===== config.mk =====
export PLATFORM = sky130hd
export DESIGN_NAME = fopr_regs
export DESIGN_NICKNAME = d
export VERILOG_FILES = /design/src/fopr_pkg.sv /design/src/fopr_regs.sv
export SDC_FILE = /design/constraint.sdc
export NUM_CORES = 1
export LEC_CHECK = 0
export ABC_CLOCK_PERIOD_IN_PS = 5800
export BUFFER_PORTS_ARGS = -buffer_cell sky130_fd_sc_hd__buf_2
export CAP_MARGIN = 20
export CORE_UTILIZATION = 56
export CTS_BUF_LIST = sky130_fd_sc_hd__clkbuf_4
export DETAILED_ROUTE_END_ITERATION = 10
export GPL_ROUTABILITY_DRIVEN = 0
export PLACE_DENSITY_LB_ADDON = 0.05
export SLEW_MARGIN = 20
export SYNTH_ARGS = -nofsm -noshare
export SYNTH_HDL_FRONTEND = slang
export SYNTH_SLANG_ARGS = --single-unit
export TNS_END_PERCENT = 50

===== constraint.sdc =====
create_clock -name ref_clk -period 5.8 [get_ports ref_clk]
set_input_delay 1.16 -clock ref_clk [delete_from_list [all_inputs] [get_ports ref_clk]]
set_output_delay 1.16 -clock ref_clk [all_outputs]
set_load 0.01 [all_outputs]

===== src/fopr_pkg.sv =====
// package for the flash option and protection register block
package fopr_pkg;

  // ------------------------------------------------------------
  // register offsets on the plain register port
  // ------------------------------------------------------------
  localparam logic [3:0] OFS_OPTIONS = 4'h0;
  localparam logic [3:0] OFS_CONFIG = 4'h1;
  localparam logic [3:0] OFS_PROTECT = 4'h2;
  localparam logic [3:0] OFS_STATUS = 4'h3;

  // ------------------------------------------------------------
  // field positions, masks and reset values
  // ------------------------------------------------------------
  localparam int OPT_KEY_USE_BIT = 7;
  localparam int OPT_NORED_BIT = 6;
  localparam logic [7:0] OPT_USED_MASK = 8'hc3;
  localparam logic [1:0] SEC_UNSECURE = 2'h2;
  localparam int CFG_KEY_ACCESS_BIT = 5;
  localparam logic [7:0] CFG_RW_MASK = 8'he0;
  localparam logic [7:0] CFG_RESET = 8'h00;
  localparam int PROT_OPEN_BIT = 7;
  localparam int PROT_DIS_BIT = 6;
  localparam int PROT_SIZE_LSB = 3;
  localparam logic [7:0] PROT_USED_MASK = 8'hf8;
  localparam int STAT_VIOL_BIT = 5;

  // ------------------------------------------------------------
  // protection sizes and address windows
  // ------------------------------------------------------------
  localparam logic [2:0] SIZE_ALL = 3'h7;
  localparam logic [2:0] SIZE_32K_UP = 3'h5;
  localparam logic [2:0] SIZE_60K_ONLY = 3'h6;
  localparam int SIZE_BASE_SHIFT = 9;
  localparam logic [15:0] PROT_START_ALL = 16'h182c;
  localparam logic [15:0] BLOCK_BASE_SIZE = 16'h0200;
  localparam logic [15:0] KEY_LO_ADDR = 16'hffb0;
  localparam logic [3:0] KEY_BYTES = 4'h8;
  localparam logic [15:0] VEC_LO = 16'hffc0;
  localparam logic [15:0] VEC_HI = 16'hfffd;
  localparam logic [15:0] RESET_VEC = 16'hfffe;

  // ------------------------------------------------------------
  // carriers
  // ------------------------------------------------------------
  typedef struct packed {
    logic wr;           // write strobe
    logic rd;           // read strobe
    logic from_debug;   // access issued by background debug
    logic [3:0] addr;   // register offset
    logic [7:0] wdata;  // write data
  } fopr_bus_s;

  typedef struct packed {
    logic wr;           // flash array write
    logic rd;           // flash array read
    logic from_debug;   // access issued by background debug
    logic [15:0] addr;  // flash address
    logic [7:0] wdata;  // write data
  } fopr_flash_s;

  typedef struct packed {
    logic valid;        // command being registered
    logic mass;         // mass erase, whole array
    logic [15:0] addr;  // target address
  } fopr_cmd_s;

endpackage


===== src/fopr_regs.sv =====
// flash option, configuration and protection registers
//
// Chosen here: the placing of the registers and strobed register access.
`timescale 1ns/1ps

// Behaviour
// - reset copies nonvolatile options byte into options
// - options bits 5:2 read zero, writes ignored
// - key enable zero blocks backdoor unlock
// - key bytes only from firmware, not debug
// - matching eight ascending key bytes unsecures device
// - options bit 6 disables vector redirection
// - only security code 10 means unsecured
// - secure blocks memory access from debug source
// - key match or blank check forces code 10
// - configuration bits 7:5 rw, 4:0 zero
// - key access clear: writes start commands
// - key access set: capture key, reads invalid
// - reset loads protection; bits 2:0 zero
// - protection writable only from debug, upper five
// - open bit zero blocks all program/erase
// - bit 6 one protects no block
// - size code selects top block; 111 all
// - refuse program/erase inside protected block
// - redirect below block; not closed/disabled/111
// - reset vector never redirected
// - codes 101/110 only on larger variants
// - clearing key access triggers key comparison
// - protected command ignored, violation flag set
module fopr_regs #(
  parameter int FLASH_KB = 60  // flash size variant in kilobytes
) (
  input wire logic ref_clk,                   // bus clock
  input wire logic rst_n,                     // sync reset, active low
  input wire fopr_pkg::fopr_bus_s bus,        // register port request
  output logic [7:0] rdata,                   // read data, next cycle
  input wire logic [7:0] nv_options_byte,     // options byte in flash
  input wire logic [7:0] nv_protection_byte,  // protection byte in flash
  input wire logic [63:0] backdoor_key_bytes, // key, byte 0 in [7:0]
  input wire fopr_pkg::fopr_flash_s fl,       // flash array access
  output logic cmd_first_step,                // write starts a command
  output logic read_invalid,                  // flash reads invalid
  output logic access_denied,                 // access blocked, secure
  output logic secure,                        // device secured
  input wire fopr_pkg::fopr_cmd_s cmd,        // registered command
  output logic cmd_go,                        // command allowed
  input wire logic blank_ok,                  // blank check all erased
  input wire logic [15:0] vec_in,             // vector fetch address
  output logic [15:0] vec_addr                // fetch address, next cycle
);

  // ------------------------------------------------------------
  // state
  // ------------------------------------------------------------
  logic [7:0] opt_reg;
  logic [7:0] cfg_reg;
  logic [7:0] prot_reg;
  logic viol_reg;
  logic [7:0] key_reg [8];
  logic [3:0] key_cnt_reg;
  logic key_bad_reg;
  logic [7:0] rdata_reg;
  logic [15:0] vec_reg;

  logic key_access;
  logic cfg_wr;
  logic key_access_fall;
  logic key_wr;
  logic key_eq;
  logic unlock;
  logic [2:0] size_code;
  logic prot_active;
  logic [15:0] prot_start;
  logic [15:0] prot_size;
  logic in_block;
  logic viol;
  logic code_ok;
  logic redir_on;

  // ------------------------------------------------------------
  // decodes
  // ------------------------------------------------------------
  assign key_access = cfg_reg[fopr_pkg::CFG_KEY_ACCESS_BIT];
  assign cfg_wr = bus.wr && bus.addr == fopr_pkg::OFS_CONFIG;
  // comparison fires when key access goes from one to zero
  assign key_access_fall = cfg_wr && key_access &&
                           !bus.wdata[fopr_pkg::CFG_KEY_ACCESS_BIT];
  assign key_wr = fl.wr && key_access &&
                  fl.addr[15:3] == fopr_pkg::KEY_LO_ADDR[15:3];

  // byte i of the key sits at the i-th key address
  always_comb begin
    key_eq = 1'b1;
    for (int i = 0; i < 8; i++) begin
      if (key_reg[i] != backdoor_key_bytes[8*i +: 8]) begin
        key_eq = 1'b0;
      end
    end
  end

  // full, ordered, matching key with key use enabled
  assign unlock = key_access_fall &&
                  opt_reg[fopr_pkg::OPT_KEY_USE_BIT] &&
                  key_cnt_reg == fopr_pkg::KEY_BYTES &&
                  !key_bad_reg && key_eq;

  // only code 10 unsecures
  assign secure = opt_reg[1:0] != fopr_pkg::SEC_UNSECURE;
  // debug source kept off memory while secure
  assign access_denied = secure && fl.from_debug && (fl.wr || fl.rd);

  // flash writes with key access clear launch commands
  assign cmd_first_step = fl.wr && !key_access;
  assign read_invalid = key_access;

  // ------------------------------------------------------------
  // options register
  // ------------------------------------------------------------
  // loaded during reset, bus writes have no path in
  always_ff @(posedge ref_clk) begin
    if (!rst_n) begin
      opt_reg <= nv_options_byte & fopr_pkg::OPT_USED_MASK;
    end else if (unlock || blank_ok) begin
      opt_reg[1:0] <= fopr_pkg::SEC_UNSECURE;
    end
  end

  // ------------------------------------------------------------
  // configuration register
  // ------------------------------------------------------------
  always_ff @(posedge ref_clk) begin
    if (!rst_n) begin
      cfg_reg <= fopr_pkg::CFG_RESET;
    end else if (cfg_wr) begin
      cfg_reg <= bus.wdata & fopr_pkg::CFG_RW_MASK;
    end
  end

  // ------------------------------------------------------------
  // comparison key capture
  // ------------------------------------------------------------
  // bytes must arrive in ascending order from firmware only
  always_ff @(posedge ref_clk) begin
    if (!rst_n) begin
      key_cnt_reg <= 4'h0;
      key_bad_reg <= 1'b0;
    end else if (cfg_wr) begin
      key_cnt_reg <= 4'h0;
      key_bad_reg <= 1'b0;
    end else if (key_wr && !fl.from_debug) begin
      if (key_cnt_reg < fopr_pkg::KEY_BYTES &&
          fl.addr[2:0] == key_cnt_reg[2:0]) begin
        key_cnt_reg <= key_cnt_reg + 4'h1;
      end else begin
        key_bad_reg <= 1'b1;
      end
    end
  end

  // key byte storage
  always_ff @(posedge ref_clk) begin
    if (!rst_n) begin
      for (int i = 0; i < 8; i++) begin
        key_reg[i] <= 8'h00;
      end
    end else if (key_wr && !fl.from_debug) begin
      key_reg[fl.addr[2:0]] <= fl.wdata;
    end
  end

  // ------------------------------------------------------------
  // protection register
  // ------------------------------------------------------------
  // user writes dropped, debug writes reach bits 7:3
  always_ff @(posedge ref_clk) begin
    if (!rst_n) begin
      prot_reg <= nv_protection_byte & fopr_pkg::PROT_USED_MASK;
    end else if (bus.wr && bus.addr == fopr_pkg::OFS_PROTECT &&
                 bus.from_debug) begin
      prot_reg <= bus.wdata & fopr_pkg::PROT_USED_MASK;
    end
  end

  // ------------------------------------------------------------
  // protected block and command check
  // ------------------------------------------------------------
  assign size_code = prot_reg[fopr_pkg::PROT_SIZE_LSB +: 3];
  assign prot_active = !prot_reg[fopr_pkg::PROT_DIS_BIT];
  assign prot_size = fopr_pkg::BLOCK_BASE_SIZE << size_code;
  // top block doubles per code; top code covers almost all
  assign prot_start = (size_code == fopr_pkg::SIZE_ALL) ?
                      fopr_pkg::PROT_START_ALL :
                      16'h0000 - prot_size;
  assign in_block = prot_active && cmd.addr >= prot_start;
  // closed array or hit inside the block refuses the command
  assign viol = !prot_reg[fopr_pkg::PROT_OPEN_BIT] ||
                (cmd.mass ? prot_active : in_block);
  assign cmd_go = cmd.valid && !viol;

  // violation flag, set wins over a write-one clear
  always_ff @(posedge ref_clk) begin
    if (!rst_n) begin
      viol_reg <= 1'b0;
    end else if (cmd.valid && viol) begin
      viol_reg <= 1'b1;
    end else if (bus.wr && bus.addr == fopr_pkg::OFS_STATUS &&
                 bus.wdata[fopr_pkg::STAT_VIOL_BIT]) begin
      viol_reg <= 1'b0;
    end
  end

  // ------------------------------------------------------------
  // vector redirection
  // ------------------------------------------------------------
  // larger size codes exist only on the larger variants
  assign code_ok = size_code != fopr_pkg::SIZE_ALL &&
                   (size_code != fopr_pkg::SIZE_32K_UP ||
                    FLASH_KB >= 32) &&
                   (size_code != fopr_pkg::SIZE_60K_ONLY ||
                    FLASH_KB >= 60);
  assign redir_on = prot_reg[fopr_pkg::PROT_OPEN_BIT] && prot_active &&
                    !opt_reg[fopr_pkg::OPT_NORED_BIT] && code_ok;

  // vectors move down by one block size, reset vector stays
  always_ff @(posedge ref_clk) begin
    if (!rst_n) begin
      vec_reg <= 16'h0000;
    end else if (redir_on && vec_in >= fopr_pkg::VEC_LO &&
                 vec_in <= fopr_pkg::VEC_HI) begin
      vec_reg <= vec_in - prot_size;
    end else begin
      vec_reg <= vec_in;
    end
  end
  assign vec_addr = vec_reg;

  // ------------------------------------------------------------
  // register read port
  // ------------------------------------------------------------
  // data valid in the cycle after the strobe, unmapped read zero
  always_ff @(posedge ref_clk) begin
    if (!rst_n) begin
      rdata_reg <= 8'h00;
    end else if (bus.rd) begin
      unique case (bus.addr)
        fopr_pkg::OFS_OPTIONS: rdata_reg <= opt_reg;
        fopr_pkg::OFS_CONFIG: rdata_reg <= cfg_reg;
        fopr_pkg::OFS_PROTECT: rdata_reg <= prot_reg;
        fopr_pkg::OFS_STATUS: rdata_reg <= {2'h0, viol_reg, 5'h00};
        default: rdata_reg <= 8'h00;
      endcase
    end else begin
      rdata_reg <= 8'h00;
    end
  end
  assign rdata = rdata_reg;
endmodule


== Word level (Yosys, flattened, before mapping) ==
Memory sizes are Yosys's and may differ from the RTL's.
Index checks and enable logic that the tools add are counted.

* $mul: 0
* Order comparisons: 4
* $add $sub $neg: 3
* Eq/ne operators: 19
* Div/mod/pow operators: 0
* Reduce and logical (&&, ||, !) cells: 44
* Bitwise gates (word level): 2
* Multiplexer cells: 25
* Shift-type cells: 1

{| class="wikitable"
|+ Operators by type and width
! cell !! number
|-
| 8-bit inequality test || 8
|-
| 16-bit 2-to-1 mux || 2
|-
| 8-bit case mux with 4 select lines || 1
|-
| 1-bit logical AND || 26
|-
| 8-bit 2-to-1 mux || 3
|-
| 16-bit >= comparator || 1
|-
| 16-bit >= comparator (second input constant) || 1
|-
| 16-bit <= comparator (second input constant) || 1
|-
| 1-bit 2-to-1 mux || 16
|-
| 10-bit by 3-bit left shift with 16-bit output (first input constant) || 1
|-
| 1-bit by 16-bit subtractor with 16-bit output (first input constant) || 1
|-
| 16-bit subtractor || 1
|-
| 13-bit == test (second input constant) || 1
|-
| 4-bit by 2-bit == test with 1-bit output (second input constant) || 2
|-
| 1-bit zero test || 8
|-
| 8-bit OR reduction || 1
|-
| 2-bit AND reduction || 3
|-
| 4-bit by 1-bit adder with 4-bit output (second input constant) || 1
|-
| 4-bit by 1-bit == test with 1-bit output (second input constant) || 1
|-
| 4-bit == test (second input constant) || 1
|-
| 4-bit zero test || 1
|-
| 4-bit less-than comparator (second input constant) || 1
|-
| 2-bit 2-to-1 mux || 2
|-
| 2-bit by 1-bit inequality test with 1-bit output (second input constant) || 2
|-
| other kinds (9) || 12
|}

* Register bits after elaboration: 42
* Memories kept: 1
* ROM bits: 0
* Latch bits: 0
* RAM bits: 64

{| class="wikitable"
|+ Memory list
! memory !! depth !! width !! rd ports !! clocked after Yosys merged registers in !! write ports !! line !! source
|-
| key_reg || 8 || 8 || 8 || 0 || 8 || fopr_regs.sv:59 || <nowiki>logic [7:0] key_reg [8];</nowiki>
|}

== Depth between registers and ports, before layout ==
An unclocked memory read counts as a cell.

* Depth after elaboration: 14
* Mapped depth: 10
* Mapped depth without buffers: 9

== Worst setup path before layout ==
Ideal clock, no wire load.

* Path type: input to output
* Start: input port cmd[15] in the netlist's numbering
* End: output port cmd_go
* Stages: 5
* Slack: 2.421 ns
* Data required time: 4.640 ns
* Buffers on the path: 0
* Arrival time: 2.219 ns
* Cells stage by stage: ha_1 a2111o_1 nor2_1 nand3_1 a21oi_1

* Cells in the longest elaborated chain, start to end: 6

{| class="wikitable"
|+ Ends and longest elaborated chain
! item !! line !! source
|-
| from (decl) || fopr_regs.sv:45 || <nowiki>input wire fopr_pkg::fopr_cmd_s cmd,</nowiki>
|-
| 16-bit >= comparator || fopr_regs.sv:194 || <nowiki>assign in_block = prot_active && cmd.addr >= prot_start;</nowiki>
|-
| 1-bit logical AND || fopr_regs.sv:194 ||
|-
| 1-bit 2-to-1 mux || fopr_regs.sv:197 || <nowiki>(cmd.mass ? prot_active : in_block);</nowiki>
|-
| 1-bit logical OR || fopr_regs.sv:196 || <nowiki>assign viol = !prot_reg[fopr_pkg::PROT_OPEN_BIT] ||</nowiki>
|-
| 1-bit zero test || fopr_regs.sv:198 || <nowiki>assign cmd_go = cmd.valid && !viol;</nowiki>
|-
| 1-bit logical AND || fopr_regs.sv:198 ||
|-
| to (decl) || fopr_regs.sv:46 || <nowiki>output logic cmd_go,</nowiki>
|}

Every way passes these cells.

== Worst setup path in the final report ==
* Start: register prot_reg[5]
* End: output port cmd_go

* Cells in the longest elaborated chain, start to end: 9

{| class="wikitable"
|+ Ends and longest elaborated chain
! item !! line !! source
|-
| from (decl) || fopr_regs.sv:57 || <nowiki>logic [7:0] prot_reg;</nowiki>
|-
| from (signal assigned) || fopr_regs.sv:177 || <nowiki>prot_reg <= nv_protection_byte & fopr_pkg::PROT_USED_MASK;</nowiki>
|-
| from (signal assigned) || fopr_regs.sv:180 || <nowiki>prot_reg <= bus.wdata & fopr_pkg::PROT_USED_MASK;</nowiki>
|-
| 10-bit by 3-bit left shift with 16-bit output || fopr_regs.sv:189 || <nowiki>assign prot_size = fopr_pkg::BLOCK_BASE_SIZE << size_code;</nowiki>
|-
| 1-bit by 16-bit subtractor with 16-bit output || fopr_regs.sv:193 || <nowiki>16'h0000 - prot_size;</nowiki>
|-
| 16-bit 2-to-1 mux (*) || fopr_regs.sv:191 || <nowiki>assign prot_start = (size_code == fopr_pkg::SIZE_ALL) ?</nowiki>
|-
| 16-bit >= comparator (*) || fopr_regs.sv:194 ||
|-
| 1-bit logical AND (*) || fopr_regs.sv:194 ||
|-
| 1-bit 2-to-1 mux (*) || fopr_regs.sv:197 ||
|-
| 1-bit logical OR (*) || fopr_regs.sv:196 ||
|-
| 1-bit zero test (*) || fopr_regs.sv:198 ||
|-
| 1-bit logical AND (*) || fopr_regs.sv:198 ||
|}

Every way passes the cells marked *; elsewhere a longest branch is shown, timed or not.

==> metrics.md <==
| Metric | Value |
|---|---|
| Status | `completed` |
| Max rail drop VDD | `0.1094 mV` |
| I/O pin cnt | `188` |
| Antenna fix cells | `0` |
| Vias | `4128` |
| Non-Filler Instances | `785` |
| Total GRT Usage | `between 20% and 30%` |
| Slew @ Worst Pin | `0.8465 ns` |
| Int Power | `between 1 and 1.5 mW` |
| Mapped Area | `5406 um^2` |
| Final TNS setup | `0 ns` |
| Yosys cell types | `53` |
| Async SR Flop Fraction | `0%` |
| Final clock skew | `~0.027 ns` |
| H-tree depth | `3` |
| Placement Rows | `35` |
| Post-synth top flop | `edfxtp_1` |
| Setup WS post-layout | `2.013 ns` |
| Synth warnings | `0` |
| Die Y | `about 100 um` |
| Worst slack, placed | `between 2 and 2.5 ns` |
| Critical Path RT | `4.64 ns` |
| Setup Fix Bufs, Post-CTS | `0` |
| Post-Route WL | `between 10 and 15 mm` |
| Most numerous cell in the Yosys netlist | `and2_1` |
| Clock sink count | `105` |
| Register area | `2833 um^2` |
| Crit end category | `output port` |
| Final Hold Fails | `0` |
| Inserted Clock Buffers | `9` |
| Share of the synthesized area in the top cell type | `40.55%` |
| CTS tree | `yes` |
| Layout fillers | `760` |
| Global route overflow | `0` |
| ANT nets after route | `0` |
| Post-CTS sizing | `0` |
| P_leak | `2.862 nW` |
| Initial antenna violation count | `0` |
| Total die area | `a little over 10000 um^2` |
| Sequential share of the synthesized area | `approximately 52%` |
| WL/cell | `15.88 um` |
| Rel. slew slack | `42.97%` |
| Port Buffers | `174` |
| Max-slew violation count | `0` |
| Worst-path clk slew | `around 0.14 ns` |
| RSZ-0062 raised after global routing | `false` |
| Avg Cell Area, Syn | `11.50 um^2` |
| CTS hold repair buffers | `0` |
| Cell Pwr Density | `between 200 and 250 nW/um^2` |
| Critical path type | `reg2out` |
| Sequential fraction of design power | `between 60% and 70%` |
| Global-route wire length before repair | `approximately 19 mm` |
| Pre-antenna DRT Iters | `4` |
| Clock Tree Root | `clkbuf_4` |
| Switching share of power | `26.61%` |
| Flop and latch count out of synthesis | `105` |
| Worst min path class | `reg2reg` |
| Net Count, Synth | `645` |
| Number of synthesized flops with an enable pin | `73` |
| Synth area leader | `edfxtp_1` |
| Max cap viols | `0` |
| Final period util | `65.30%` |
| Worst setup SP type | `flip-flop` |
| Vias in the first global route | `4026` |
| Worst Path Arrival | `2.63 ns` |
| Largest net degree at the start of global routing | `41` |
| DRC violations left | `0` |
| Final min period | `3.787 ns` |
| Hold WS | `slightly below 0.5 ns` |
| Clock network power share | `23.9%` |
| # nets final | `826` |
| Synth Instances | `470` |
| 1st-iter DRT viols | `196` |
| Top cells by area, synth | `edfxtp_1 41%, dfxtp_1 12%, and2_1 8.6%, xor2_1 7.5%, xnor2_1 4.7%` |
| Worst skew pair latency | `0.45 ns` |
| Share of cells above drive strength 1 | `33.38%` |
| Count of final setup violators | `0` |
| Die width | `100.3 um` |
| Vias/cell | `5.259` |
| Core area | `roughly 9300 um^2` |
| Area growth from synthesis to layout | `21.20%` |
| Max FFs per register | `64` |
| Commonest cells post-synth | `74 x and2_1, 73 x edfxtp_1, 46 x xor2_1` |
| Maximum clock rate | `0.2640 GHz` |
| Power Total | `1.402 mW` |
| Placed Instances | `769` |
| Comb power frac | `between 15 and 20%` |
| CP max FO | `14` |
| CTS Buffer Depth | `2` |
| P_sw | `0.3730 mW` |
| Multi-input logic area | `2500 um^2` |
| Initial Util | `between 50 and 60%` |
| Post-DP HPWL | `9.749 mm` |
## routing by layer
metal,global-route usage (%),vias up,part of all wire (%)
li1,-,2029,-
met1,33.62,1903,43
met2,43.62,176,48
met3,3.969,20,7.1
met4,9.365,0,2.0
met5,0,-,0
## path summary, 6_finish.rpt
path                                                from                           to  slack (ns)  cells after the start
worst max-delay path               prot_reg[5]$_DFFE_PP_                       cmd_go        2.01                      9
worst min register to register  key_bad_reg$_SDFFE_PP0P_     key_bad_reg$_SDFFE_PP0P_        0.49                      2
worst min-delay path            key_bad_reg$_SDFFE_PP0P_     key_bad_reg$_SDFFE_PP0P_        0.49                      2
worst max register to register   cfg_reg[5]$_SDFFE_PN0P_  key_reg[7][5]$_SDFFCE_PN0P_        3.24                      5
## worst max-delay path, stage by stage (launching register included)
cell	delay, ns
edfxtp_1	0.61
and3_1	0.29
inv_1	0.10
ha_1	0.27
o21ai_0	0.13
a21boi_0	0.09
o41ai_1	0.24
nand3_1	0.17
a21oi_1	0.15
buf_2	0.15
## layout make-up
class / count / area share (%)
Clock buffer: 10 / 1.146
Clock inverter: 6 / 0.6301
Inverter: 9 / 0.5156
Multi-Input combinational cell: 347 / 38.15
Sequential cell: 105 / 43.23
Tap cell: 129 / 2.463
Timing Repair Buffer: 179 / 13.86
## power groups by stage
| stage | clock network, mW | logic (mW) | registers, mW |
|---|---|---|---|
| floorplan | 0 | 0.118 | 0.859 |
| global placement | 0 | 0.211 | 0.863 |
| detailed placement | 0 | 0.219 | 0.864 |
| CTS | 0.340 | 0.220 | 0.847 |
| global route | 0.371 | 0.243 | 0.851 |
| finish | 0.335 | 0.220 | 0.847 |
## stage by stage
| stage | area, um^2 | util, % |
|---|---|---|
| 6_report | 6553 | 70.58 |
| 3_5_place_dp | 6436 | 69.33 |
| 5_1_grt | 6553 | 70.58 |
| 2_1_floorplan | 5406 | - |
| 3_3_place_gp | 6436 | 69.33 |
| 4_1_cts | 6553 | 70.58 |
## layout by cell type (no fill, tap or decap), types with 5 or more instances in the layout
master	instances
nand4_1	10
nor2_1	20
xor2_1	46
nor4_1	14
mux2i_1	6
inv_1	9
nand2_1	25
dfxtp_1	32
buf_2	174
ha_1	16
mux2_2	6
nor2b_1	5
and2_1	74
a21oi_1	15
o21ai_0	15
and3_1	6
nor2_2	6
nand3_1	7
clkbuf_4	10
edfxtp_1	73
xnor2_1	29
buf_4	5
## cell families after synthesis
family                   synth area share, %
AND/OR/NAND/NOR                        22.59
AO/OA/AOI/OAI                          5.369
flip-flops                             52.40
XOR/XNOR                               12.15
buffers and inverters                  1.365
multiplexers                           2.361
other                                0.06936
adder cells (fa/ha/maj)                3.703
(Power assumes the default switching activity.)
